`src/shared/watchdog_pkg.sv`:
```
// Overview of operation
// RULE1: watchdog is a 16-bit counter advancing on each 32.768 kHz timebase tick
// RULE2: timeout is 2^prescale times 2^9 ticks; codes 0..7 give 15.6 ms to 2000 ms
// RULE3: prescale code 1000 forces an immediate system reset; codes above 1000 are reserved
// RULE4: with irq select set, a timeout raises an interrupt instead of a reset
// RULE5: watchdog interrupt is fixed high priority and ignores the global interrupt enable
// RULE6: timeout flag set on timeout; cleared by writing 0 or hardware reset only
// RULE7: writing 1 to enable enables the watchdog and clears its counter
// RULE8: software must rewrite enable before each timeout, else reset or interrupt follows
// RULE9: enable cleared by write 0, reset-mode timeout, hardware reset, supply-low interrupt
// RULE10: control write accepted only right after a write that set the unlock bit
// RULE11: control powers up at 10H and supports single-bit set and clear access
// RULE12: software should disable interrupts around the unlock then write pair
// RULE13: supply-low interrupt is high while either supply comparator reports low
package watchdog_pkg;

  localparam int          ADDR_W            = 12;
  localparam logic [11:0] DOG_CONTROL_OFF   = 12'h0c0;
  localparam logic [11:0] CONTROL_SET_OFF   = 12'h0c4;
  localparam logic [11:0] CONTROL_CLR_OFF   = 12'h0c8;
  localparam logic [11:0] IRQ_STATUS_OFF    = 12'h0cc;
  localparam logic [11:0] IRQ_MASK_OFF      = 12'h0d0;
  localparam logic [11:0] DOG_COUNT_OFF     = 12'h0d4;

  typedef struct packed {
    logic [3:0] timeout_prescale;
    logic       timeout_irq_select;
    logic       timeout_flag;
    logic       dog_enable_kick;
    logic       write_unlock;
  } dog_control_s;

  localparam logic [7:0]  CONTROL_RESET     = 8'h10;
  localparam logic [3:0]  PRE_MAX_TIMED     = 4'h7;
  localparam logic [3:0]  PRE_IMMEDIATE     = 4'h8;
  localparam int          TIMEOUT_BASE_LOG2 = 9;
  localparam int          COUNT_W           = 16;
  localparam int          TIMEBASE_HZ       = 32768;

  localparam int          EV_IRQ_TIMEOUT    = 0;
  localparam int          EV_RST_TIMEOUT    = 1;
  localparam int          EV_REJECT         = 2;
  localparam int          EV_W              = 3;
  localparam logic [2:0]  EV_RESET          = 3'h0;
  localparam logic [2:0]  MASK_RESET        = 3'h0;

  localparam int          RESET_PULSE_LEN   = 8;

  localparam int          SYNC_TB           = 0;
  localparam int          SYNC_HWRST        = 1;
  localparam int          SYNC_ALOW         = 2;
  localparam int          SYNC_DLOW         = 3;
  localparam int          SYNC_W            = 4;
  localparam logic [3:0]  SYNC_RESET        = 4'h2;

  typedef enum logic [1:0] {
    LOCKED = 2'b01,
    ARMED  = 2'b10
  } unlock_e;

endpackage : watchdog_pkg

```
`src/core/watchdog_timer_unit.sv`:
```
// Added by the designer: register access over APB.
`timescale 1ns/1ps
module watchdog_timer_unit
  import watchdog_pkg::*;
#(
  parameter int PULSE_LEN = RESET_PULSE_LEN
) (
  input  wire logic              mclk_i,
  input  wire logic              reset_n_i,
  input  wire logic [ADDR_W-1:0] paddr_i,
  input  wire logic              psel_i,
  input  wire logic              penable_i,
  input  wire logic              pwrite_i,
  input  wire logic [31:0]       pwdata_i,
  output logic      [31:0]       prdata_o,
  output logic                   pready_o,
  output logic                   pslverr_o,
  input  wire logic              timebase_i,
  input  wire logic              hw_reset_n_i,
  input  wire logic              analog_supply_low_i,
  input  wire logic              digital_supply_low_i,
  output logic                   sys_reset_o,
  output logic                   dog_nmi_o,
  output logic                   irq_o,
  output logic                   supply_low_irq_o
);

  localparam int PC_W = $clog2(PULSE_LEN + 1);

  // pin synchronisers
  logic [SYNC_W-1:0] sync1_q;
  logic [SYNC_W-1:0] sync2_q;
  logic              tb_prev_q;

  genvar g;
  generate
    for (g = 0; g < SYNC_W; g++) begin : g_sync
      always_ff @(posedge mclk_i or negedge reset_n_i) begin
        if (!reset_n_i) begin
          sync1_q[g] <= SYNC_RESET[g];
          sync2_q[g] <= SYNC_RESET[g];
        end else begin
          sync1_q[g] <= (g == SYNC_TB)    ? timebase_i :
                        (g == SYNC_HWRST) ? hw_reset_n_i :
                        (g == SYNC_ALOW)  ? analog_supply_low_i :
                                            digital_supply_low_i;
          sync2_q[g] <= sync1_q[g];
        end
      end
    end
  endgenerate

  logic tick;
  logic hw_rst;
  logic supply_low;

  always_comb begin
    tick       = sync2_q[SYNC_TB] & ~tb_prev_q; // RULE1
    hw_rst     = ~sync2_q[SYNC_HWRST];
    supply_low = sync2_q[SYNC_ALOW] | sync2_q[SYNC_DLOW]; // RULE13
  end

  // apb slave, no wait states
  logic        pready_q;
  logic        pready_d;
  logic        pslverr_q;
  logic        pslverr_d;
  logic [31:0] prdata_q;
  logic [31:0] prdata_d;
  logic        setup;
  logic        done;
  logic        wr;
  logic        mapped;

  // register state
  dog_control_s          ctl_q;
  dog_control_s          ctl_d;
  unlock_e               lock_q;
  unlock_e               lock_d;
  logic [COUNT_W-1:0]    count_q;
  logic [COUNT_W-1:0]    count_d;
  logic [EV_W-1:0]       status_q;
  logic [EV_W-1:0]       status_d;
  logic [EV_W-1:0]       mask_q;
  logic [EV_W-1:0]       mask_d;
  logic [PC_W-1:0]       pulse_q;
  logic [PC_W-1:0]       pulse_d;
  logic                  sys_reset_q;
  logic                  sys_reset_d;
  logic                  nmi_q;
  logic                  nmi_d;
  logic                  irq_q;
  logic                  irq_d;
  logic                  slow_q;
  logic                  slow_d;

  // control write path
  logic                  ctl_access;
  logic [7:0]            eff;
  dog_control_s          eff_s;
  logic                  accept;
  logic                  arm;
  logic                  reject;
  logic                  kick;
  logic                  immediate;
  logic                  timed;
  logic                  timeout;
  logic [COUNT_W-1:0]    term;

  function automatic logic [COUNT_W-1:0] term_count(input logic [3:0] pre);
    logic [COUNT_W:0] one_hot;
    one_hot = {{COUNT_W{1'b0}}, 1'b1} << (TIMEOUT_BASE_LOG2 + int'(pre));
    return one_hot[COUNT_W-1:0] - {{(COUNT_W-1){1'b0}}, 1'b1}; // RULE2
  endfunction : term_count

  always_comb begin
    setup  = psel_i & ~penable_i;
    done   = psel_i & penable_i & pready_q;
    wr     = done & pwrite_i;
    mapped = (paddr_i == DOG_CONTROL_OFF) || (paddr_i == CONTROL_SET_OFF) ||
             (paddr_i == CONTROL_CLR_OFF) || (paddr_i == IRQ_STATUS_OFF) ||
             (paddr_i == IRQ_MASK_OFF)    || (paddr_i == DOG_COUNT_OFF);
    pready_d  = setup;
    pslverr_d = setup & ~mapped;
    prdata_d  = 32'h0000_0000;
    if (setup) begin
      case (paddr_i)
        DOG_CONTROL_OFF,
        CONTROL_SET_OFF,
        CONTROL_CLR_OFF: prdata_d = {24'h00_0000, ctl_q[7:1], lock_q == ARMED};
        IRQ_STATUS_OFF:  prdata_d = {{(32-EV_W){1'b0}}, status_q};
        IRQ_MASK_OFF:    prdata_d = {{(32-EV_W){1'b0}}, mask_q};
        DOG_COUNT_OFF:   prdata_d = {{(32-COUNT_W){1'b0}}, count_q};
        default:         prdata_d = 32'h0000_0000;
      endcase
    end
  end

  always_ff @(posedge mclk_i or negedge reset_n_i) begin
    if (!reset_n_i) begin
      pready_q  <= 1'b0;
      pslverr_q <= 1'b0;
      prdata_q  <= 32'h0000_0000;
    end else begin
      pready_q  <= pready_d;
      pslverr_q <= pslverr_d;
      prdata_q  <= prdata_d;
    end
  end

  // control register, unlock sequence and counter
  always_comb begin
    ctl_access = wr && ((paddr_i == DOG_CONTROL_OFF) || (paddr_i == CONTROL_SET_OFF) ||
                        (paddr_i == CONTROL_CLR_OFF));
    case (paddr_i)
      CONTROL_SET_OFF: eff = {ctl_q[7:1], 1'b0} | pwdata_i[7:0]; // RULE11
      CONTROL_CLR_OFF: eff = {ctl_q[7:1], 1'b0} & ~pwdata_i[7:0]; // RULE11
      default:         eff = pwdata_i[7:0];
    endcase
    eff_s     = dog_control_s'(eff);
    accept    = ctl_access & (lock_q == ARMED) & ~hw_rst; // RULE10
    arm       = ctl_access & (lock_q == LOCKED) & eff_s.write_unlock;
    reject    = ctl_access & (lock_q == LOCKED) & ~eff_s.write_unlock;
    kick      = accept & eff_s.dog_enable_kick; // RULE7
    immediate = accept & (eff_s.timeout_prescale == PRE_IMMEDIATE); // RULE3
    timed     = ctl_q.dog_enable_kick & (ctl_q.timeout_prescale <= PRE_MAX_TIMED);
    term      = term_count(ctl_q.timeout_prescale);
    timeout   = tick & timed & (count_q == term) & ~kick; // RULE8

    lock_d = lock_q;
    case (lock_q)
      LOCKED:  if (arm) begin
        lock_d = ARMED;
      end
      ARMED:   if (done) begin
        lock_d = LOCKED; // RULE10
      end
      default: lock_d = LOCKED;
    endcase

    ctl_d = ctl_q;
    if (accept) begin
      ctl_d.timeout_prescale   = eff_s.timeout_prescale;
      ctl_d.timeout_irq_select = eff_s.timeout_irq_select;
      ctl_d.dog_enable_kick    = eff_s.dog_enable_kick; // RULE9
      ctl_d.timeout_flag       = ctl_q.timeout_flag & eff_s.timeout_flag; // RULE6
    end
    ctl_d.write_unlock = 1'b0;
    if (timeout & ~ctl_q.timeout_irq_select) begin
      ctl_d.dog_enable_kick = 1'b0; // RULE9
    end
    if (immediate | supply_low) begin
      ctl_d.dog_enable_kick = 1'b0; // RULE9
    end
    if (timeout | immediate) begin
      ctl_d.timeout_flag = 1'b1; // RULE6
    end
    if (hw_rst) begin
      ctl_d  = dog_control_s'(CONTROL_RESET); // RULE9
      lock_d = LOCKED;
    end

    count_d = count_q;
    if (kick | ~ctl_q.dog_enable_kick | hw_rst) begin
      count_d = '0; // RULE7
    end else if (tick & timed) begin
      count_d = timeout ? '0 : count_q + {{(COUNT_W-1){1'b0}}, 1'b1}; // RULE1
    end
  end

  always_ff @(posedge mclk_i or negedge reset_n_i) begin
    if (!reset_n_i) begin
      ctl_q     <= dog_control_s'(CONTROL_RESET); // RULE11
      lock_q    <= LOCKED;
      count_q   <= '0;
      tb_prev_q <= 1'b0;
    end else begin
      ctl_q     <= ctl_d;
      lock_q    <= lock_d;
      count_q   <= count_d;
      tb_prev_q <= sync2_q[SYNC_TB];
    end
  end

  // events, interrupts and reset pulse
  always_comb begin
    mask_d   = mask_q;
    status_d = status_q;
    if (wr && (paddr_i == IRQ_MASK_OFF)) begin
      mask_d = pwdata_i[EV_W-1:0];
    end
    if (wr && (paddr_i == IRQ_STATUS_OFF)) begin
      status_d = status_q & ~pwdata_i[EV_W-1:0];
    end
    if (timeout & ctl_q.timeout_irq_select) begin
      status_d[EV_IRQ_TIMEOUT] = 1'b1; // RULE4
    end
    if ((timeout & ~ctl_q.timeout_irq_select) | immediate) begin
      status_d[EV_RST_TIMEOUT] = 1'b1;
    end
    if (reject) begin
      status_d[EV_REJECT] = 1'b1;
    end
    nmi_d = status_d[EV_IRQ_TIMEOUT]; // RULE5
    irq_d = |(status_d & mask_d);
    slow_d = supply_low; // RULE13

    pulse_d = pulse_q;
    if ((timeout & ~ctl_q.timeout_irq_select) | immediate) begin
      pulse_d = PC_W'(PULSE_LEN); // RULE3
    end else if (pulse_q != '0) begin
      pulse_d = pulse_q - {{(PC_W-1){1'b0}}, 1'b1};
    end
    sys_reset_d = (pulse_d != '0); // RULE8
  end

  always_ff @(posedge mclk_i or negedge reset_n_i) begin
    if (!reset_n_i) begin
      status_q    <= EV_RESET;
      mask_q      <= MASK_RESET;
      nmi_q       <= 1'b0;
      irq_q       <= 1'b0;
      slow_q      <= 1'b0;
      pulse_q     <= '0;
      sys_reset_q <= 1'b0;
    end else begin
      status_q    <= status_d;
      mask_q      <= mask_d;
      nmi_q       <= nmi_d;
      irq_q       <= irq_d;
      slow_q      <= slow_d;
      pulse_q     <= pulse_d;
      sys_reset_q <= sys_reset_d;
    end
  end

  assign prdata_o         = prdata_q;
  assign pready_o         = pready_q;
  assign pslverr_o        = pslverr_q;
  assign sys_reset_o      = sys_reset_q;
  assign dog_nmi_o        = nmi_q;
  assign irq_o            = irq_q;
  assign supply_low_irq_o = slow_q;

endmodule : watchdog_timer_unit

```
`config.mk`:
```
export PLATFORM = sky130hd
export DESIGN_NAME = watchdog_timer_unit
export DESIGN_NICKNAME = d
export VERILOG_FILES = /design/src/shared/watchdog_pkg.sv /design/src/core/watchdog_timer_unit.sv
export SDC_FILE = /design/constraint.sdc
export NUM_CORES = 1
export LEC_CHECK = 0
export BUFFER_PORTS_ARGS = -buffer_cell sky130_fd_sc_hd__buf_4
export CAP_MARGIN = 10
export CELL_PAD_IN_SITES_DETAIL_PLACEMENT = 1
export CELL_PAD_IN_SITES_GLOBAL_PLACEMENT = 2
export CORE_AREA = 2 2 111 113
export CTS_CLUSTER_SIZE = 8
export DETAILED_ROUTE_END_ITERATION = 10
export DIE_AREA = 0 0 113 115
export HOLD_SLACK_MARGIN = 0.12
export PLACE_DENSITY_LB_ADDON = 0.1
export SYNTH_ARGS = -nofsm -noshare
export SYNTH_HDL_FRONTEND = slang
export SYNTH_SLANG_ARGS = --single-unit
```
`constraint.sdc`:
```
create_clock -name mclk_i -period 2.8 [get_ports mclk_i]
set_input_delay 0.42 -clock mclk_i [delete_from_list [all_inputs] [get_ports mclk_i]]
set_output_delay 0.42 -clock mclk_i [all_outputs]
set_load 0.1 [all_outputs]
```
== Word level (Yosys, flattened, before mapping) ==
Cells that the tools add are included.
Operators by class
  $add $sub $neg: 4
  multipliers: 0
  div/mod/pow operators: 0
  $lt $le $gt $ge: 1
  equality and inequality tests: 15
  shift operators: 1
  multiplexer cells: 22
  bitwise gates (word level): 40
  reduce and logical (&&, ||, !) cells: 14
Operator list (number)
  12-bit by 8-bit equality test with 1-bit output (second input constant): 6
  16-bit two-way mux: 4
  16-bit case mux with 4 select lines: 1
  1-bit bitwise AND: 20
  16-bit by 1-bit adder with 16-bit output (second input constant): 1
  16-bit equality test: 1
  8-bit case mux with 2 select lines: 1
  1-bit by 5-bit << shifter with 16-bit output (first input constant): 1
  16-bit by 1-bit subtractor with 16-bit output (second input constant): 1
  8-bit bitwise AND: 1
  4-bit two-way mux: 2
  8-bit two-way mux: 1
  1-bit inverter: 8
  8-bit inverter: 1
  8-bit bitwise OR: 1
  4-bit nonzero test: 2
  7-bit two-way mux: 1
  3-bit bitwise AND: 2
  1-bit two-way mux: 6
  2-bit two-way mux: 3
  3-bit two-way mux: 2
  3-bit != test (second input constant): 2
  1-bit bitwise OR: 6
  3-bit OR reduction: 2
  15 further kinds: 21
Word-level totals
  register bits after elaboration: 82
  latch bits: 0
  RAM bits: 0
  memory bits (read-only): 0
  input port bits: 53
  output and inout bits: 38
  word-level logic and storage cells: 122
  memories: 0

== Logic depth before layout (Yosys ltp) ==
Gate-level depths: netlist of run 1.
  depth in word-level cells: 14
  mapped depth: 9

== Worst setup path after synthesis of run 1 ==
OpenSTA, ideal clock, no wires.
  kind: register -> register
  start: register pready_q, in the netlist pready_o
  end: register sys_reset_q, in the netlist sys_reset_o
  library setup time: 131 ps
  arrival time: 2632 ps
  setup slack: 36 ps
  cell stages (with the launch flop): 7
  path buffers: 0
  clock period less this slack: 2764 ps
  cells stage by stage: dfrtp_1 -> nand3_1 -> or2_2 -> a2111oi_0 -> a21oi_1 -> a41o_1 -> or3_1
Between the ends
  word-level cells in the longest chain between the ends: 12
  elaborated cells on any way between the ends: 13
  classes of those cells: mux: 1; bitwise: 10; reduce/logical: 2
RTL lines
  start, declared: line watchdog_timer_unit.sv:64  | logic pready_q;
  start signal, assigned: line watchdog_timer_unit.sv:145  | pready_q <= pready_d;
  1-bit bitwise AND (*): line watchdog_timer_unit.sv:118  | done = psel_i & penable_i & pready_q;
  1-bit bitwise AND (*): line watchdog_timer_unit.sv:119  | wr = done & pwrite_i;
  1-bit logical AND (*): line watchdog_timer_unit.sv:153  | ctl_access = wr && ((paddr_i == DOG_CONTROL_OFF) || (paddr_i == CONTROL_SET_OFF) ||
  1-bit bitwise AND (*) (2 in series): line watchdog_timer_unit.sv:161  | accept = ctl_access & (lock_q == ARMED) & ~hw_rst;
  1-bit bitwise AND: line watchdog_timer_unit.sv:164  | kick = accept & eff_s.dog_enable_kick;
  1-bit inverter: line watchdog_timer_unit.sv:168  | timeout = tick & timed & (count_q == term) & ~kick;
  1-bit bitwise AND: line watchdog_timer_unit.sv:168
  1-bit bitwise AND: line watchdog_timer_unit.sv:249  | if ((timeout & ~ctl_q.timeout_irq_select) | immediate) begin
  1-bit bitwise OR (*): line watchdog_timer_unit.sv:249
  4-bit two-way mux (*): line watchdog_timer_unit.sv:249
  4-bit nonzero test (*): line watchdog_timer_unit.sv:254  | sys_reset_d = (pulse_d != '0);
  via sys_reset_d: line watchdog_timer_unit.sv:89  | logic sys_reset_d;
  end signal, assigned: line watchdog_timer_unit.sv:273  | sys_reset_q <= sys_reset_d;
  end, declared: line watchdog_timer_unit.sv:88  | logic sys_reset_q;
The timed path passes the listed nets; every way through them passes the cells marked *.
A chain may end at the register's enable or synchronous reset.

== Worst setup path in the final report of run 1 ==
  start: register ctl_q[5] (netlist bit)
  end: register irq_q, in the netlist irq_o
Between the ends
  word-level cells in the longest chain between the ends: 11
  elaborated cells on any way between the ends: 21
  classes of those cells: add/sub: 2; order compare: 1; eq/ne: 2; shift: 1; mux: 3; bitwise: 11; reduce/logical: 1
RTL lines
  start, declared: line watchdog_timer_unit.sv:76  | dog_control_s ctl_q;
  start signal, assigned: line watchdog_timer_unit.sv:213  | ctl_q <= dog_control_s'(CONTROL_RESET);
  start signal, assigned: line watchdog_timer_unit.sv:218  | ctl_q <= ctl_d;
  4-bit by 4-bit adder with 5-bit output: line watchdog_timer_unit.sv:112  | one_hot = {{COUNT_W{1'b0}}, 1'b1} << (TIMEOUT_BASE_LOG2 + int'(pre));
  1-bit by 5-bit << shifter with 16-bit output: line watchdog_timer_unit.sv:112
  16-bit by 1-bit subtractor with 16-bit output: line watchdog_timer_unit.sv:113  | return one_hot[COUNT_W-1:0] - {{(COUNT_W-1){1'b0}}, 1'b1};
  16-bit equality test: line watchdog_timer_unit.sv:168
  1-bit bitwise AND (2 in series): line watchdog_timer_unit.sv:168
  1-bit bitwise AND: line watchdog_timer_unit.sv:238  | if ((timeout & ~ctl_q.timeout_irq_select) | immediate) begin
  1-bit bitwise OR: line watchdog_timer_unit.sv:238
  1-bit two-way mux: line watchdog_timer_unit.sv:238
  3-bit bitwise AND (*): line watchdog_timer_unit.sv:245  | irq_d = |(status_d & mask_d);
  3-bit OR reduction (*): line watchdog_timer_unit.sv:245
  via irq_d: line watchdog_timer_unit.sv:93  | logic irq_d;
  end signal, assigned: line watchdog_timer_unit.sv:270  | irq_q <= irq_d;
  end, declared: line watchdog_timer_unit.sv:92  | logic irq_q;
Marks and branches as above.

==> results of run 1 <==
## routing by layer
layer	share of wire, %	vias up	track usage [%]
met2	49	55	31.0
met1	46	1671	23.8
met4	1.5	0	6.75
met3	3.1	13	3.85
met5	0	-	0
li1	-	1567	-
## cells by family (layout without fill, tap and decap cells)
group,after synthesis,in the layout
AND/OR/NAND/NOR,163,163
AO/OA/AOI/OAI,100,100
flip-flops,65,65
buffers and inverters,56,109
XOR/XNOR,7,7
multiplexers,4,4
adder cells (fa/ha/maj),3,3
other,2,18
## placed cells by master, fill, tap and decap left out, types with 13 or more instances in the layout
cell type and count:
a21oi_1 16, buf_4 76, inv_1 16, dfrtp_1 61, nand2_1 26, and3_1 13, nor2_1 33, conb_1 18
nor2b_1 15, nand3_1 13
## worst min-delay path by stage
stage	from	end	slack (ns)	cells after the start
final	reset_n_i	prdata_o[12]	0.17	1
after detailed placement	sync1_q[0]	sync2_q[0]	0.34	0
after global routing	analog_supply_low_i	sync1_q[2]	0.17	1
after CTS	analog_supply_low_i	sync1_q[2]	0.17	1
after global placement	sync1_q[2]	sync2_q[2]	0.33	0
after floorplan	reset_n_i	count_q[0]	0.12	0
## state kept, by name (all words and copies together), names as in the netlist
name / flops
sync1_q: 4
pready_o: 1
count_q: 16
mask_q: 3
ctl_q: 7
supply_low_irq_o: 1
sync2_q: 4
status_q: 3
tb_prev_q: 1
pslverr_o: 1
irq_o: 1
pulse_q: 4
prdata_o: 16
lock_q: 2
sys_reset_o: 1
## synth_stat cells (7+ instances only)
master,count
o21ai_0,12
inv_1,16
buf_4,18
nor2_1,33
nor2b_1,15
and3_1,13
clkbuf_1,16
nand2_1,26
a21oi_1,16
a31oi_1,12
and2_1,7
dfrtp_1,61
or3_1,11
nand3_1,13
a21boi_0,7
nor3_1,9
a311oi_1,12
## worst max-delay path, stage by stage, from the launching register on
cell,delay [ns]
dfrtp_1,0.67
a31oi_1,0.18
xnor2_1,0.20
a2111oi_4,0.37
and4_1,0.61
a211oi_1,0.23
o221ai_2,0.23
## layout make-up
| type | count | area share (%) |
|---|---|---|
| flip-flops and latches | 65 | 35.3 |
| clock inverters | 2 | 0.271 |
| inverters | 16 | 1.30 |
| well taps | 147 | 3.98 |
| repair buffers | 77 | 12.8 |
| clock buffers | 14 | 5.72 |
| multi-input cells | 295 | 40.6 |
## per-stage QoR
stage	util, %	hold slack, ns
floorplan	-	0.124
global placement	36.7	0.331
detailed placement	36.7	0.342
CTS	39.1	0.171
global route	39.1	0.174
finish	39.1	0.173
## where the power goes
group          leakage (nW)  internal [mW]  total, mW  switching [mW]
Sequential            0.867          0.950      0.955         0.00403
Combinational          1.03         0.0562      0.238           0.182
Clock                 0.133          0.647       1.06           0.412
Total                  2.03           1.65       2.25           0.599
==> impl_metrics.py, run 1 <==
metrics = {
    "floorplan": {
        "core-area_um2": 11800,
        "pin_count": 91,
        "dieHeight_um": 115,
        "num_rows": 40,
        "die_area_um2": 13000,
        "initial_core_util_pct": 31.6,
        "fp.dieW_um": 113,
    },
    "yosys": {
        "synth_compound_area_share_pct": 19.9,
        "yosysTopAreaCell": "dfrtp_1",
        "yosysTopAreaCellShare_pct": 41.0,
        "synth_xor_area_share_pct": 1.64,
        "synthCells": 400,
        "ys_seq_area_share_pct": 43.8,
        "syn_area_um2": 3730,
        "synth_fa_ha_area_share_pct": 1.01,
        "synthArstFlopShare_pct": 100,
        "synth_top_family_by_area": "simple AND/OR/NAND/NOR gates",
        "synth.area.mux_share_pct": 1.14,
        "ys_types": 67,
        "yosysWarnings": 0,
        "synth_edf_count": 0,
        "synthSimpleGateAreaFrac_pct": 24.5,
        "synth_area_per_cell_um2": 9.32,
        "synth_ff_type": "dfrtp_1",
        "synth-seq-cells": 65,
        "synthTopCellsByArea": "dfrtp_1 (41%), buf_4 (3.6%), nor2_1 (3.3%)",
    },
    "layout": {
        "area_delta_synth_final_pct": 23.8,
        "seq_area_um2": 1630,
        "final_cells": 616,
        "fin_nets": 520,
        "diodes": 0,
        "fillerInstances": 1371,
        "multi_input_area_um2": 1870,
        "fin_area_um2": 4620,
        "final_layout_size_suffix_gt1_share_pct": 23.2,
    },
    "setup_path": {
        "startpoint": "ctl_q[5]",
        "cp_data_arrival_time_ns": 2.83,
        "r2r-end": "irq_o",
        "reg2reg_depth": 6,
        "r2r_start": "ctl_q[5]",
        "setup.worst_path.end": "irq_o",
        "required_ns": 3.05,
        "critPathCaptureType": "flop",
        "regToRegSetupSlack_ns": 0.22,
        "critPathLaunchType": "flop",
        "crit_fanout": 15,
        "path_class": "reg2reg",
    },
    "run_status": {
        "violations": "DRC",
        "status": "finished, violations left",
    },
    "timing": {
        "setup_ws_ns": 0.222,
        "final_max_slew_viol_count": 0,
        "worst_clock_skew_ns": 0.00907,
        "slew_headroom_pct": 45.3,
        "fmax_ghz": 0.388,
        "period_minus_slack_ns": 2.58,
        "finalSetupViolCount": 0,
        "hold_viol_final": 0,
        "rsz0062_at_grt": "false",
        "fin_crit_sh_pct": 92.1,
        "tns_ns": 0,
        "tightest_slew_ns": 0.821,
    },
    "global_route": {
        "grtUsageTotal_pct": 18.5,
        "antenna_found_initial": 0,
        "grt_max_degree": 66,
        "grt_pass1_vias": 3498,
        "grt_pass1_wl_mm": 18.5,
        "grt_overflow": 0,
    },
    "routing": {
        "viasPerCell": 5.37,
        "firstDrtPassIters": 7,
        "postRouteAntennaNets": 0,
        "wl_mm": 11.2,
        "drc_errors": 2,
        "dr_total_vias": 3306,
        "wire_per_inst_um": 18.2,
        "drt_first_iter_violations": 152,
    },
    "power": {
        "cellPowerDensity_nw_per_um2": 488,
        "total_power_mw": 2.25,
        "vdd_ir_drop_max_v": 0.000329,
        "power.leakage_nw": 2.03,
    },
    "placed_design": {
        "post-place-ws_ns": 0.207,
        "place_area_um2": 4340,
        "gp_congestion": 0.855,
        "dp_hpwl_mm": 8.22,
        "placed_cells": 600,
        "io_buffer_count": 50,
    },
    "clocking": {
        "cts_setup_buffers": 0,
        "ctsResizeCount": 0,
        "cts_tree": "yes",
        "numClockSinks": 65,
        "clk_latency_ns": 0.34,
        "cts-root-buf": "clkbuf_16",
        "cts_max_level": 3,
        "path_clk_slew_ns": 0.05,
        "cts_made_buffers": 9,
        "clock_path_buffers": 2,
        "hold_buffers": 0,
    },
    "worst_hold_path": {
        "hp-class": "in2async",
    },
    "flow_run": {
        "drv_cap": 0,
    },
}
Note: power is estimated with default switching activity, not from simulation.
==> inputs of run 2 (changes only) <==
Settings changed: SETUP_SLACK_MARGIN set to 0.4.
==> run 2 against run 1 <==
Register-to-register slack better by 0.28 ns. Combinational power rose by 2%. Wire length up 0.56%. Design area rose by 2.1%. Highest routed layer unchanged. Clock power is essentially flat. The run still ends with DRC left. Largest power group unchanged. Global-route usage decreased by 0.30 points. Non-clock buffer count rose by 4. Die area is the same. Maximum frequency is 12% higher.
==> impl_metrics.py, run 2 (synthesis results as in run 1) <==
metrics = {
    "run_status": {
        "status": "finished, violations left",
        "violations": "DRC",
    },
    "clocking": {
        "clock_path_buffers": 2,
        "clk_latency_ns": 0.34,
        "numClockSinks": 65,
        "cts_tree": "yes",
        "cts_made_buffers": 9,
        "path_clk_slew_ns": 0.05,
        "cts-root-buf": "clkbuf_16",
        "cts_max_level": 3,
    },
    "global_route": {
        "grt_overflow": 0,
        "grtUsageTotal_pct": 18.2,
        "grt_max_degree": 66,
        "grt_pass1_vias": 3326,
        "grt_pass1_wl_mm": 18.2,
        "antenna_found_initial": 0,
    },
    "setup_path": {
        "crit_fanout": 10,
        "path_class": "reg2reg",
        "critPathLaunchType": "flop",
        "required_ns": 3.04,
        "cp_data_arrival_time_ns": 2.53,
        "critPathCaptureType": "flop",
    },
    "layout": {
        "area_delta_synth_final_pct": 26.4,
        "fillerInstances": 1359,
        "final_layout_size_suffix_gt1_share_pct": 27.1,
        "fin_util_pct": 39.9,
        "diodes": 0,
        "final_cells": 620,
        "layout_commonest_cell": "buf_4",
        "fin_nets": 524,
        "layout_common_cells": "buf_4 (79), dfrtp_1 (56), nor2_1 (33), nand2_1 (26), conb_1 (18)",
    },
    "timing": {
        "worst_clock_skew_ns": 0.00408,
        "finalSetupViolCount": 0,
        "tightest_slew_ns": 0.840,
        "final_max_slew_viol_count": 0,
        "fin_crit_sh_pct": 82.0,
        "setup_ws_ns": 0.505,
        "rsz0062_at_grt": "true",
        "hold_viol_final": 0,
        "period_minus_slack_ns": 2.30,
        "slew_headroom_pct": 44.0,
        "tns_ns": 0,
        "fmax_ghz": 0.436,
    },
    "floorplan": {
        "pin_count": 91,
        "num_rows": 40,
        "fp.dieW_um": 113,
        "die_area_um2": 13000,
        "initial_core_util_pct": 31.6,
        "core-area_um2": 11800,
        "dieHeight_um": 115,
    },
    "placed_design": {
        "post-place-ws_ns": 0.182,
        "gp_congestion": 0.833,
        "dp_hpwl_mm": 8.18,
        "placed_cells": 599,
        "io_buffer_count": 50,
    },
    "power": {
        "power.leakage_nw": 2.05,
        "total_power_mw": 2.22,
        "cellPowerDensity_nw_per_um2": 472,
        "vdd_ir_drop_max_v": 0.000477,
    },
    "routing": {
        "drc_errors": 2,
        "postRouteAntennaNets": 0,
        "viasPerCell": 5.35,
        "dr_total_vias": 3317,
        "wire_per_inst_um": 18.2,
        "firstDrtPassIters": 7,
        "drt_first_iter_violations": 121,
        "wl_mm": 11.3,
    },
    "flow_run": {
        "drv_cap": 0,
    },
    "worst_hold_path": {
        "hp-class": "in2async",
    },
}
## run 2: cell types whose count changed in the layout (fill, tap and decap cells not counted), sizes merged
cell	before	now
buf	77	81
clkinv	1	2
clkbuf	14	13
## run 2: metrics by stage
step / instance area, um2 / hold WS (ns)
after CTS: 4650 / 0.173
after floorplan: 3800 / 0.124
final: 4710 / 0.187
after global routing: 4710 / 0.175
after detailed placement: 4340 / 0.336
after global placement: 4340 / 0.333
## run 2: repair_timing
| action | 4_1_cts | 5_1_grt |
|---|---|---|
| setup endpoints to repair | 10 | 16 |
| gates resized for setup | 5 | 15 |
| pin swaps | 1 | 0 |
| buffers inserted | 3 | 2 |
| hold buffers | 0 | 0 |
## run 2: cell type report
type | instances | area (um2) | area share [%]
timing repair buffer | 81 | 628 | 13.3
sequential | 65 | 1640 | 34.8
inverter | 16 | 60.1 | 1.27
clock buffer | 13 | 250 | 5.31
tap | 147 | 184 | 3.90
clock inverter | 3 | 17.5 | 0.372
multi-input combinational | 295 | 1930 | 41.0
## run 2: power breakdown
| part | internal, mW | leakage [nW] | total, mW | switching [mW] |
|---|---|---|---|---|
| logic | 0.0566 | 1.06 | 0.242 | 0.185 |
| registers | 0.951 | 0.859 | 0.955 | 0.00372 |
| clock network | 0.620 | 0.130 | 1.03 | 0.407 |
| total | 1.63 | 2.05 | 2.22 | 0.596 |
## run 2: routing by layer
layer	global-route usage, %	up-vias	share of wire [%]
li1	-	1577	-
met1	23.6	1677	46
met2	30.1	49	49
met3	3.85	14	2.9
met4	6.99	0	1.8
met5	0	-	0
## run 2: worst max-delay path, cell delays in order (launching register included)
cell	delay (ns)
dfrtp_2	0.44
buf_4	0.19
a31oi_1	0.18
xnor2_1	0.14
buf_4	0.15
a2111oi_4	0.05
and4_4	0.22
buf_4	0.17
or3_1	0.36
a311oi_2	0.29
## run 2: path summary, 6_finish.rpt
path                                end        from  cells after the start  slack (ns)
max in group asynchronous      pready_o   reset_n_i                      1        1.98
setup reg to reg            count_q[12]    ctl_q[7]                      9        0.50
hold reg to reg              sync2_q[3]  sync1_q[3]                      0        0.35
min in group mclk_i          sync1_q[0]  timebase_i                      1        0.19
hold / removal             prdata_o[12]   reset_n_i                      1        0.19
setup / recovery            count_q[12]    ctl_q[7]                      9        0.50
